--- src/verilog/osc_defs.svh ---
// register offsets, field positions, reset values and timing counts
// assumes inclusion by the oscillator control files only
`ifndef OSC_DEFS_SVH
`define OSC_DEFS_SVH
`define OSC_ENABLE_REG_ADDR   4'h0
`define OSC_STABLE_REG_ADDR   4'h1
`define OSC_CRYSTAL_CFG_ADDR  4'h2
`define OSC_SLOW_TRIM_ADDR    4'h3
`define OSC_SYS_SEL_ADDR      4'h4
`define OSC_RTC_SEL_ADDR      4'h5
`define OSC_CAL_VIEW_ADDR     4'h6
`define OSC_BIT_SLOW_RC       0
`define OSC_BIT_MID_RC        1
`define OSC_BIT_FAST_RING     2
`define OSC_BIT_CRYSTAL       3
`define OSC_BIT_WATCH         4
`define OSC_ENABLE_RESET      8'h02
`define OSC_SYS_SEL_RESET     3'h0
`define OSC_XSEL_WATCH        3'h0
`define OSC_XSEL_R0           3'h1
`define OSC_XSEL_R1           3'h2
`define OSC_XSEL_R2           3'h3
`define OSC_XSEL_R3           3'h4
`define OSC_XSEL_EXTCLK       3'h5
`define OSC_EXTCLK_START      6
`define OSC_XTAL_START_SHORT  256
`define OSC_XTAL_START_LONG   1024
`define OSC_WATCH_START       1024
`define OSC_INT_START         64
`endif

--- src/verilog/osc_pkg.sv ---
// types shared by the oscillator control files
// assumes osc_defs.svh carries the numbers
package osc_pkg;
   typedef enum logic [2:0] {
      osc_src_mid_rc    = 3'b000,
      osc_src_slow_rc   = 3'b001,
      osc_src_fast_ring = 3'b010,
      osc_src_crystal   = 3'b011,
      osc_src_watch     = 3'b100,
      osc_src_pll       = 3'b101
   } osc_src_e;
   typedef struct packed {
      logic [3:0] addr;
      logic [7:0] wdata;
      logic       wr;
      logic       rd;
   } osc_bus_s;
endpackage

--- src/verilog/osc_enable_reg.sv ---
// oscillator source control and status for the clock system
// assumes oscillator ticks arrive asynchronously from analogue cells
//
// What this block does
// - after reset the system clock comes from the mid rc source
// - any mix of internal oscillators may run at once
// - ultra low-power oscillator is never a system clock choice
// - ultra low-power oscillator is switched on by hardware on demand
// - slow rc trim loads from calibration row at reset, stays writable
// - slow rc feeds the rtc via 1.024 khz divider, or system clock
// - slow rc is never a pll reference
// - mid rc and fast ring load factory trim at reset
// - mid rc and fast ring may be system clock or pll reference
// - each oscillator except ultra low-power has enable bit and stable flag
// - enabling a second external source is ignored
// - watch crystal may be system clock, its 1 khz only to rtc
// - crystal type field picks source type and start-up time
// - watch low power bit acts only on the watch crystal option
// - crystal configuration writes ignored while crystal is on
// - external clock is stable after six input cycles
// - switching to an unstable source is refused
`include "osc_defs.svh"
`timescale 1ns/1ns
module osc_enable_reg #(
   parameter logic [7:0] SLOW_TRIM_W = 8'h80
) (
   // clock and reset
   input  wire logic              clock,
   input  wire logic              reset_n,
   // register port
   input  wire osc_pkg::osc_bus_s bus,
   output logic [7:0]             rdata,
   // factory calibration row
   input  wire logic [7:0]        cal_slow_rc,
   input  wire logic [7:0]        cal_mid_rc,
   input  wire logic [7:0]        cal_fast_ring,
   // oscillator ticks from the analogue side and the ultra low-power demand
   input  wire logic              slow_rc_tick,
   input  wire logic              mid_rc_tick,
   input  wire logic              fast_ring_tick,
   input  wire logic              crystal_tick,
   input  wire logic              watch_tick,
   input  wire logic              ulp_needed,
   // analogue controls
   output logic                   ultra_low_power_osc_on,
   output logic                   slow_rc_on,
   output logic                   mid_rc_on,
   output logic                   fast_ring_on,
   output logic                   crystal_osc_on,
   output logic                   crystal_amp_on,
   output logic                   watch_osc_on,
   output logic                   watch_crystal_low_power,
   output logic [2:0]             crystal_type_select,
   output logic [7:0]             slow_rc_trim_value,
   output logic [7:0]             mid_rc_trim,
   output logic [7:0]             fast_ring_trim,
   // clock selection
   output osc_pkg::osc_src_e      sys_clock_sel,
   output logic [1:0]             pll_ref_sel,
   output logic                   rtc_slow_rc_div,
   output logic                   rtc_watch_div
);
   // synchronisers for the tick inputs and the consumer request
   logic [5:0] sync1;
   logic [5:0] sync2;
   logic [5:0] sync3;
   wire  [5:0] raw = {ulp_needed, watch_tick, crystal_tick,
                      fast_ring_tick, mid_rc_tick, slow_rc_tick};
   always_ff @(posedge clock or negedge reset_n) begin
      if (!reset_n) begin
         sync1 <= '0;
         sync2 <= '0;
         sync3 <= '0;
      end else begin
         sync1 <= raw;
         sync2 <= sync1;
         sync3 <= sync2;
      end
   end
   wire [4:0] tick = sync2[4:0] & ~sync3[4:0];
   wire       ulp_req = sync2[5];

   // control state
   logic [4:0] enable;
   logic [2:0] xsel;
   logic       lowpow;
   logic [7:0] slow_trim;
   logic       cal_pending;
   logic [1:0] pll_sel;
   logic [1:0] rtc_sel;
   osc_pkg::osc_src_e sys_sel;
   wire  [4:0] stable;

   // register decode
   wire wr_en   = bus.wr && bus.addr == `OSC_ENABLE_REG_ADDR;
   wire wr_cfg  = bus.wr && bus.addr == `OSC_CRYSTAL_CFG_ADDR;
   wire wr_trim = bus.wr && bus.addr == `OSC_SLOW_TRIM_ADDR;
   wire wr_sys  = bus.wr && bus.addr == `OSC_SYS_SEL_ADDR;
   wire wr_rtc  = bus.wr && bus.addr == `OSC_RTC_SEL_ADDR;

   // enable write: crystal and watch share pins, second one ignored
   wire req_x   = bus.wdata[`OSC_BIT_CRYSTAL];
   wire req_w   = bus.wdata[`OSC_BIT_WATCH];
   // crystal wins when both are asked for from neither running
   wire keep_x  = req_x && !enable[`OSC_BIT_WATCH];
   wire keep_w  = req_w && !keep_x
                  && !enable[`OSC_BIT_CRYSTAL];
   wire [4:0] next_enable = {keep_w, keep_x, bus.wdata[2:0]};

   // system clock request: only stable, legal sources accepted
   wire [2:0] req_src = bus.wdata[2:0];
   logic      src_ok;
   always_comb begin
      unique case (req_src)
         3'b000:  src_ok = stable[`OSC_BIT_MID_RC];
         3'b001:  src_ok = stable[`OSC_BIT_SLOW_RC];
         3'b010:  src_ok = stable[`OSC_BIT_FAST_RING];
         3'b011:  src_ok = stable[`OSC_BIT_CRYSTAL];
         3'b100:  src_ok = stable[`OSC_BIT_WATCH];
         default: src_ok = 1'b0; // pll is outside; ulp has no code
      endcase
   end
   // pll reference: 0 mid rc, 1 fast ring, 2 crystal; slow rc absent
   wire pll_ok = bus.wdata[5:4] != 2'b11 &&
                 !(bus.wdata[5:4] == 2'b10 &&
                   xsel == `OSC_XSEL_WATCH);

   always_ff @(posedge clock or negedge reset_n) begin
      if (!reset_n) begin
         enable      <= 5'(`OSC_ENABLE_RESET);
         xsel        <= `OSC_XSEL_WATCH;
         lowpow      <= 1'b0;
         slow_trim   <= 8'h00;
         cal_pending <= 1'b1;
         pll_sel     <= 2'b00;
         rtc_sel     <= 2'b00;
         sys_sel     <= osc_pkg::osc_src_mid_rc;
      end else begin
         cal_pending <= 1'b0;
         if (cal_pending)
            slow_trim <= cal_slow_rc;
         else if (wr_trim)
            slow_trim <= bus.wdata;
         if (wr_en)
            enable <= next_enable;
         if (wr_cfg && !enable[`OSC_BIT_CRYSTAL]) begin
            xsel   <= bus.wdata[2:0];
            lowpow <= bus.wdata[5];
         end
         if (wr_sys && src_ok)
            sys_sel <= osc_pkg::osc_src_e'(req_src);
         if (wr_sys && bus.wdata[7] && pll_ok)
            pll_sel <= bus.wdata[5:4];
         if (wr_rtc)
            rtc_sel <= bus.wdata[1:0];
      end
   end

   // factory trims for mid rc and fast ring latched after release
   logic [7:0] mid_trim;
   logic [7:0] fast_trim;
   always_ff @(posedge clock or negedge reset_n) begin
      if (!reset_n) begin
         mid_trim  <= 8'h00;
         fast_trim <= 8'h00;
      end else if (cal_pending) begin
         mid_trim  <= cal_mid_rc;
         fast_trim <= cal_fast_ring;
      end
   end

   // start-up requirement per source
   logic [10:0] xneed;
   always_comb begin
      unique case (xsel)
         `OSC_XSEL_WATCH:  xneed = 11'(`OSC_WATCH_START);
         `OSC_XSEL_R0:     xneed = 11'(`OSC_XTAL_START_SHORT);
         `OSC_XSEL_R1:     xneed = 11'(`OSC_XTAL_START_SHORT);
         `OSC_XSEL_R2:     xneed = 11'(`OSC_XTAL_START_LONG);
         `OSC_XSEL_R3:     xneed = 11'(`OSC_XTAL_START_LONG);
         `OSC_XSEL_EXTCLK: xneed = 11'(`OSC_EXTCLK_START);
         default:          xneed = 11'(`OSC_XTAL_START_LONG);
      endcase
   end
   wire [10:0] need [5];
   assign need[0] = 11'(`OSC_INT_START);
   assign need[1] = 11'(`OSC_INT_START);
   assign need[2] = 11'(`OSC_INT_START);
   assign need[3] = xneed;
   assign need[4] = 11'(`OSC_WATCH_START);

   // one start-up counter per oscillator except ultra low-power; disable drops stable
   genvar g;
   generate
      for (g = 0; g < 5; g++) begin : g_start
         osc_startup #(.CW(11)) u_start (
            .clock   (clock),
            .reset_n (reset_n),
            .on      (enable[g]),
            .tick    (tick[g]),
            .need    (need[g]),
            .stable  (stable[g])
         );
      end
   endgenerate

   // read mux
   logic [7:0] rmux;
   always_comb begin
      unique case (bus.addr)
         `OSC_ENABLE_REG_ADDR:  rmux = {3'h0, enable};
         `OSC_STABLE_REG_ADDR:  rmux = {3'h0, stable};
         `OSC_CRYSTAL_CFG_ADDR: rmux = {2'h0, lowpow, 2'h0, xsel};
         `OSC_SLOW_TRIM_ADDR:   rmux = slow_trim;
         `OSC_SYS_SEL_ADDR:     rmux = {2'h0, pll_sel, 1'b0, sys_sel};
         `OSC_RTC_SEL_ADDR:     rmux = {6'h00, rtc_sel};
         `OSC_CAL_VIEW_ADDR:    rmux = mid_trim;
         default:               rmux = 8'h00;
      endcase
   end

   wire watch_sel = xsel == `OSC_XSEL_WATCH;
   wire x_en      = enable[`OSC_BIT_CRYSTAL];
   always_ff @(posedge clock or negedge reset_n) begin
      if (!reset_n) begin
         rdata                   <= 8'h00;
         ultra_low_power_osc_on  <= 1'b0;
         slow_rc_on              <= 1'b0;
         mid_rc_on               <= 1'b1;
         fast_ring_on            <= 1'b0;
         crystal_osc_on          <= 1'b0;
         crystal_amp_on          <= 1'b0;
         watch_osc_on            <= 1'b0;
         watch_crystal_low_power <= 1'b0;
         crystal_type_select     <= `OSC_XSEL_WATCH;
         slow_rc_trim_value      <= 8'h00;
         mid_rc_trim             <= 8'h00;
         fast_ring_trim          <= 8'h00;
         sys_clock_sel           <= osc_pkg::osc_src_mid_rc;
         pll_ref_sel             <= 2'b00;
         rtc_slow_rc_div         <= 1'b0;
         rtc_watch_div           <= 1'b0;
      end else begin
         rdata                   <= bus.rd ? rmux : 8'h00;
         ultra_low_power_osc_on  <= ulp_req;
         slow_rc_on              <= enable[`OSC_BIT_SLOW_RC];
         mid_rc_on               <= enable[`OSC_BIT_MID_RC];
         fast_ring_on            <= enable[`OSC_BIT_FAST_RING];
         crystal_osc_on          <= x_en;
         crystal_amp_on          <= x_en && xsel != `OSC_XSEL_EXTCLK;
         watch_osc_on            <= enable[`OSC_BIT_WATCH];
         watch_crystal_low_power <= lowpow && watch_sel;
         crystal_type_select     <= xsel;
         slow_rc_trim_value      <= slow_trim;
         mid_rc_trim             <= mid_trim;
         fast_ring_trim          <= fast_trim;
         sys_clock_sel           <= sys_sel;
         pll_ref_sel             <= pll_sel;
         rtc_slow_rc_div         <= rtc_sel == 2'b01;
         rtc_watch_div           <= rtc_sel == 2'b10;
      end
   end
endmodule

--- src/verilog/osc_startup.sv ---
// start-up counter: counts edges of one oscillator until it is stable
// assumes tick is a one-cycle pulse already synchronised to clock
`timescale 1ns/1ns
module osc_startup #(
   parameter int CW = 11
) (
   // clock and reset
   input  wire logic          clock,
   input  wire logic          reset_n,
   // control
   input  wire logic          on,
   input  wire logic          tick,
   input  wire logic [CW-1:0] need,
   // state
   output logic               stable
);
   logic [CW-1:0] count;
   wire           done = (count >= need);
   always_ff @(posedge clock or negedge reset_n) begin
      if (!reset_n) begin
         count  <= '0;
         stable <= 1'b0;
      end else if (!on) begin
         count  <= '0;
         stable <= 1'b0;
      end else begin
         if (tick && !done)
            count <= count + 1'b1;
         stable <= done;
      end
   end
endmodule

--- config.mk ---
export PLATFORM = sky130hd
export DESIGN_NAME = osc_enable_reg
export DESIGN_NICKNAME = d
export VERILOG_FILES = /design/src/verilog/osc_pkg.sv /design/src/verilog/osc_enable_reg.sv /design/src/verilog/osc_startup.sv
export VERILOG_INCLUDE_DIRS = /design/src /design/src/verilog
export SDC_FILE = /design/constraint.sdc
export NUM_CORES = 1
export LEC_CHECK = 0
export BUFFER_PORTS_ARGS = -buffer_cell sky130_fd_sc_hd__buf_2
export CORE_MARGIN = 1.5
export CORE_UTILIZATION = 45
export DETAILED_ROUTE_END_ITERATION = 8
export PLACE_DENSITY = 0.68
export SETUP_SLACK_MARGIN = 0.1
export SKIP_LAST_GASP = 1
export SYNTH_ARGS = -nofsm -noshare
export SYNTH_HDL_FRONTEND = slang
export SYNTH_SLANG_ARGS = --single-unit
--- constraint.sdc ---
create_clock -name clock -period 2.55 [get_ports clock]
set_clock_uncertainty 0.15 [all_clocks]
set_input_delay 0.1275 -clock clock [delete_from_list [all_inputs] [get_ports clock]]
set_output_delay 0.1275 -clock clock [all_outputs]
set_load 0.01 [all_outputs]
==> Implementation_results.wiki <==
{| class="wikitable"
! Metric !! Value
|-
| Status || completed
|-
| Drt initial violations || 266
|-
| Async set-or-reset flop fraction in the synthesized netlist || 100%
|-
| Root buffer cell || clkbuf_16
|-
| Filler Cells Inserted || 1147
|-
| Post-synthesis to final-layout area growth || 28.6%
|-
| Simple-gate portion of the synthesized area || 16.2%
|-
| Depth of the worst hold-timing path || 3
|-
| Count of boundary I/O pins || 96
|-
| Post-layout instance count excluding filler cells || 886
|-
| Arithmetic-cell share of the synthesized area counting full adders, half adders and majority gates || 2.23%
|-
| Count of flip-flops with a built-in enable after synthesis || 0
|-
| Post-synthesis cell area || 6720 sq um
|-
| Routed WL per cell || 16.3 um
|-
| Final Hold Viols || 0
|-
| Register bit count reported by yosys || 168
|-
| WHS Endpoint || pll_sel[1]
|-
| Vertical die dimension || 125 um
|-
| Category of the critical setup timing path || reg -> reg
|-
| Antenna violations before repair || 0
|-
| Synthesized area per cell || 12.7 sq um
|-
| Drt pass-1 iters || 4
|-
| Worst Max-Slew Pin Slew || 0.638 ns
|-
| Cell leakage power || 4.01 nW
|-
| Fraction of the mapped netlist area in compound gates || 5.86%
|-
| Unrepaired setup endpoints after global routing || true
|-
| Maximum capacitance violations || 0
|-
| Kind of start point of the critical path || flip-flop
|-
| Placed cell count || 803
|-
| Worst Path Max Fanout || 5
|-
| Final clock period utilization by the worst path || 97.4%
|-
| Required arrival time at the worst endpoint || 2.75 ns
|-
| Final setup vio count || 0
|-
| Count of inserted antenna diode cells || 0
|-
| Power density cells || 740 nW/um^2
|-
| Initial standard-cell utilization of the core || 46.3%
|-
| Fin crit period || 2.48 ns
|-
| Util after Layout || 59.5%
|-
| TritonCTS clock tree || done
|-
| Leading cell types by count after synthesis || dfrtp_1, nand2_1, and2_1
|-
| Library cell with the largest summed area after synthesis || dfrtp_1
|-
| TritonCTS buffer count || 17
|-
| Number of nets in the layout || 747
|-
| Count leader, synth || dfrtp_1
|-
| Synthesized netlist net count || 589
|-
| Worst min-delay path class || in -> reg
|-
| Critical register-to-register path endpoint || g_start[3].u_start.count[3]
|-
| Wire length of the first global-routing pass || 24.1 mm
|-
| Grt met3 use || 5.05%
|-
| Max Clk Rate || 0.403 GHz
|-
| Yosys cell types || 54
|-
| Synth top area share || 61.4%
|-
| Total power of the final layout || 6.39 mW
|-
| Xor and xnor fraction of the mapped netlist area || 3.39%
|-
| Most congested layer reported by global routing || met2
|-
| Count of yosys warnings during synthesis || 0
|-
| Setup crit end kind || flip-flop
|-
| Cell area after placement || 7450 sq um
|-
| Source-to-sink clock delay at the later pin of the worst-skew pair || 0.43 ns
|-
| Slew HR || 57.5%
|-
| Width of the die || 125 um
|-
| FF-to-FF setup slack || 0.07 ns
|-
| Count of antenna-violating nets left after detailed routing || 0
|-
| Row cnt || 44
|-
| Final slew viol count || 0
|-
| Post-route standard cell area excluding fillers || 8650 sq um
|-
| Port bufs || 95
|-
| Post-CTS clock slew at the launch and capture registers of the worst setup and hold paths || 0.06 ns
|-
| CTS Sinks || 168
|-
| Multiplexer share of the synthesized area || 7.85%
|-
| Top area cells in the synthesized netlist || dfrtp_1, mux2_2, and2_1, mux2i_1, xnor2_1
|-
| Placer's final routability congestion estimate || 0.827
|-
| Per-cell via count in the routed design || 5.22
|-
| Total via count in the routed design || 4621
|-
| DRC violation count after routing || 0
|-
| CP Data Arrival Time || 2.68 ns
|-
| Total overflow reported by the global router || 0
|-
| Cells after synthesis || 531
|-
| Met2 capacity usage during global routing || 31.9%
|-
| Via count of the first global-routing pass || 4889
|-
| Crit Reg-Reg Startpoint || xsel[0]
|-
| Most used flip-flop cell after synthesis || dfrtp_1
|-
| Floorplan core area || 14500 sq um
|-
| Area of the die || 15700 sq um
|-
| Post-DP HPWL || 9.48 mm
|-
| Dominant combinational cell family by area after synthesis || simple AND/OR/NAND/NOR gates
|-
| Number of cells on the worst reg-to-reg path || 8
|-
| Buffer depth of the longest clock path || 2
|-
| Met1 demand-to-capacity share in global routing || 24.4%
|-
| Total number of H-tree levels || 4
|-
| Max IR drop VDD || 0.471 mV
|-
| Detailed Route WL || 14.4 mm
|-
| Fraction of final layout cells with drive strength greater than 1 || 28.5%
|-
| Largest net degree at the start of global routing || 58
|-
| Portion of the post-synthesis area used by sequential elements || 62.6%
|-
| Gr usage total || 19.4%
|-
| Start point of the worst hold path || bus[9]
|}
==> cell usage in the layout, fill, tap and decap left out, types with 5 or more instances in the layout <==
cell type / n
nand3_1: 10
a22oi_1: 5
a21oi_1: 12
buf_4: 9
clkbuf_16: 17
nor2b_1: 15
nand3b_1: 5
nand2_1: 39
buf_2: 95
nor3_1: 6
inv_1: 13
xor2_1: 5
nand4_1: 11
and2_1: 38
mux2i_1: 19
ha_1: 10
mux2_2: 28
o21ai_0: 17
nand2b_1: 5
nor2_1: 20
xnor2_1: 21
dlygate4sd3_1: 47
or4_4: 5
dfrtp_1: 165
==> worst max-delay path: stages, from the launching register on <==
cell and delay, ns:
dfrtp_1 0.40, xor2_1 0.16, nand2b_1 0.09, ha_1 0.30, a211o_2 0.34, a21o_1 0.20
buf_6 0.14, or4_4 0.51, a21oi_2 0.13
==> per-stage QoR <==
step	setup TNS, ns	hold slack, ns	worst slack, ns
after floorplan	0	-0.318	0.107
after global placement	0	-0.0510	0.0425
after detailed placement	-0.0574	-0.0483	-0.0574
after CTS	0	0.00437	0.0444
after global routing	-0.0504	0.0288	-0.0224
final	0	0.0288	0.0673
==> worst max-delay path by stage <==
stage	endpoint	cells past startpoint	slack (ns)	startpoint
6_report	g_start[3].u_start.count[3]	8	0.07	xsel[0]
5_1_grt	g_start[3].u_start.count[3]	9	-0.02	xsel[1]
3_5_place_dp	g_start[3].u_start.count[3]	8	-0.06	xsel[1]
4_1_cts	g_start[3].u_start.count[5]	9	0.04	xsel[1]
3_3_place_gp	g_start[3].u_start.count[3]	8	0.04	xsel[1]
2_1_floorplan	g_start[3].u_start.count[5]	9	0.11	xsel[1]
==> area by class of cell <==
cell class	instances	area (sq um)	share of cell area [%]
well taps	184	230	2.66
clock buffers	19	453	5.24
clock inverters	13	143	1.65
repair buffers	155	1070	12.3
multi-input cells	333	2490	28.8
inverters	14	52.6	0.608
flip-flops and latches	168	4210	48.7
==> per-layer routing <==
| metal | part of all wire (%) | vias up |
|---|---|---|
| met2 | 50 | 102 |
| met1 | 44 | 2337 |
| met3 | 4.1 | 21 |
| met5 | 0 | - |
| li1 | - | 2161 |
| met4 | 2.1 | 0 |
==> registers in the layout, indices dropped and copies added (netlist names), 5 cells and up <==
| signal | count |
|---|---|
| fast_ring_trim | 8 |
| g_start.u_start.count | 55 |
| g_start.u_start.stable | 5 |
| fast_trim | 8 |
| sync1 | 6 |
| enable | 5 |
| rdata | 8 |
| slow_rc_trim_value | 8 |
| slow_trim | 8 |
| mid_rc_trim | 8 |
| mid_trim | 8 |
| sync3 | 5 |
| sync2 | 6 |
==> cell families after synthesis <==
kind of cell | after synthesis
and+or+nand+nor | 186
DFF | 168
AOI/OAI and AO/OA | 60
muxes | 48
buffers and inverters | 30
xor gates and xnor gates | 26
adders and majority gates | 12
other | 1
==> report_power, final <==
group	total (mW)	leakage [nW]	switching, mW	internal (mW)
registers	3.06	2.15	0.182	2.88
clock network	2.57	0.284	1.07	1.50
logic	0.768	1.58	0.388	0.380
total	6.39	4.01	1.64	4.76
==> what timing repair did <==
item	4_1_cts	5_1_grt
setup endpoints to repair	5	21
hold buffers	47	0
hold endpoints to repair	150	0
resized for setup	5	20
pin swaps	12	6
setup buffers	3	0
cloned	1	0
Note: power is estimated with default switching activity, not from simulation.
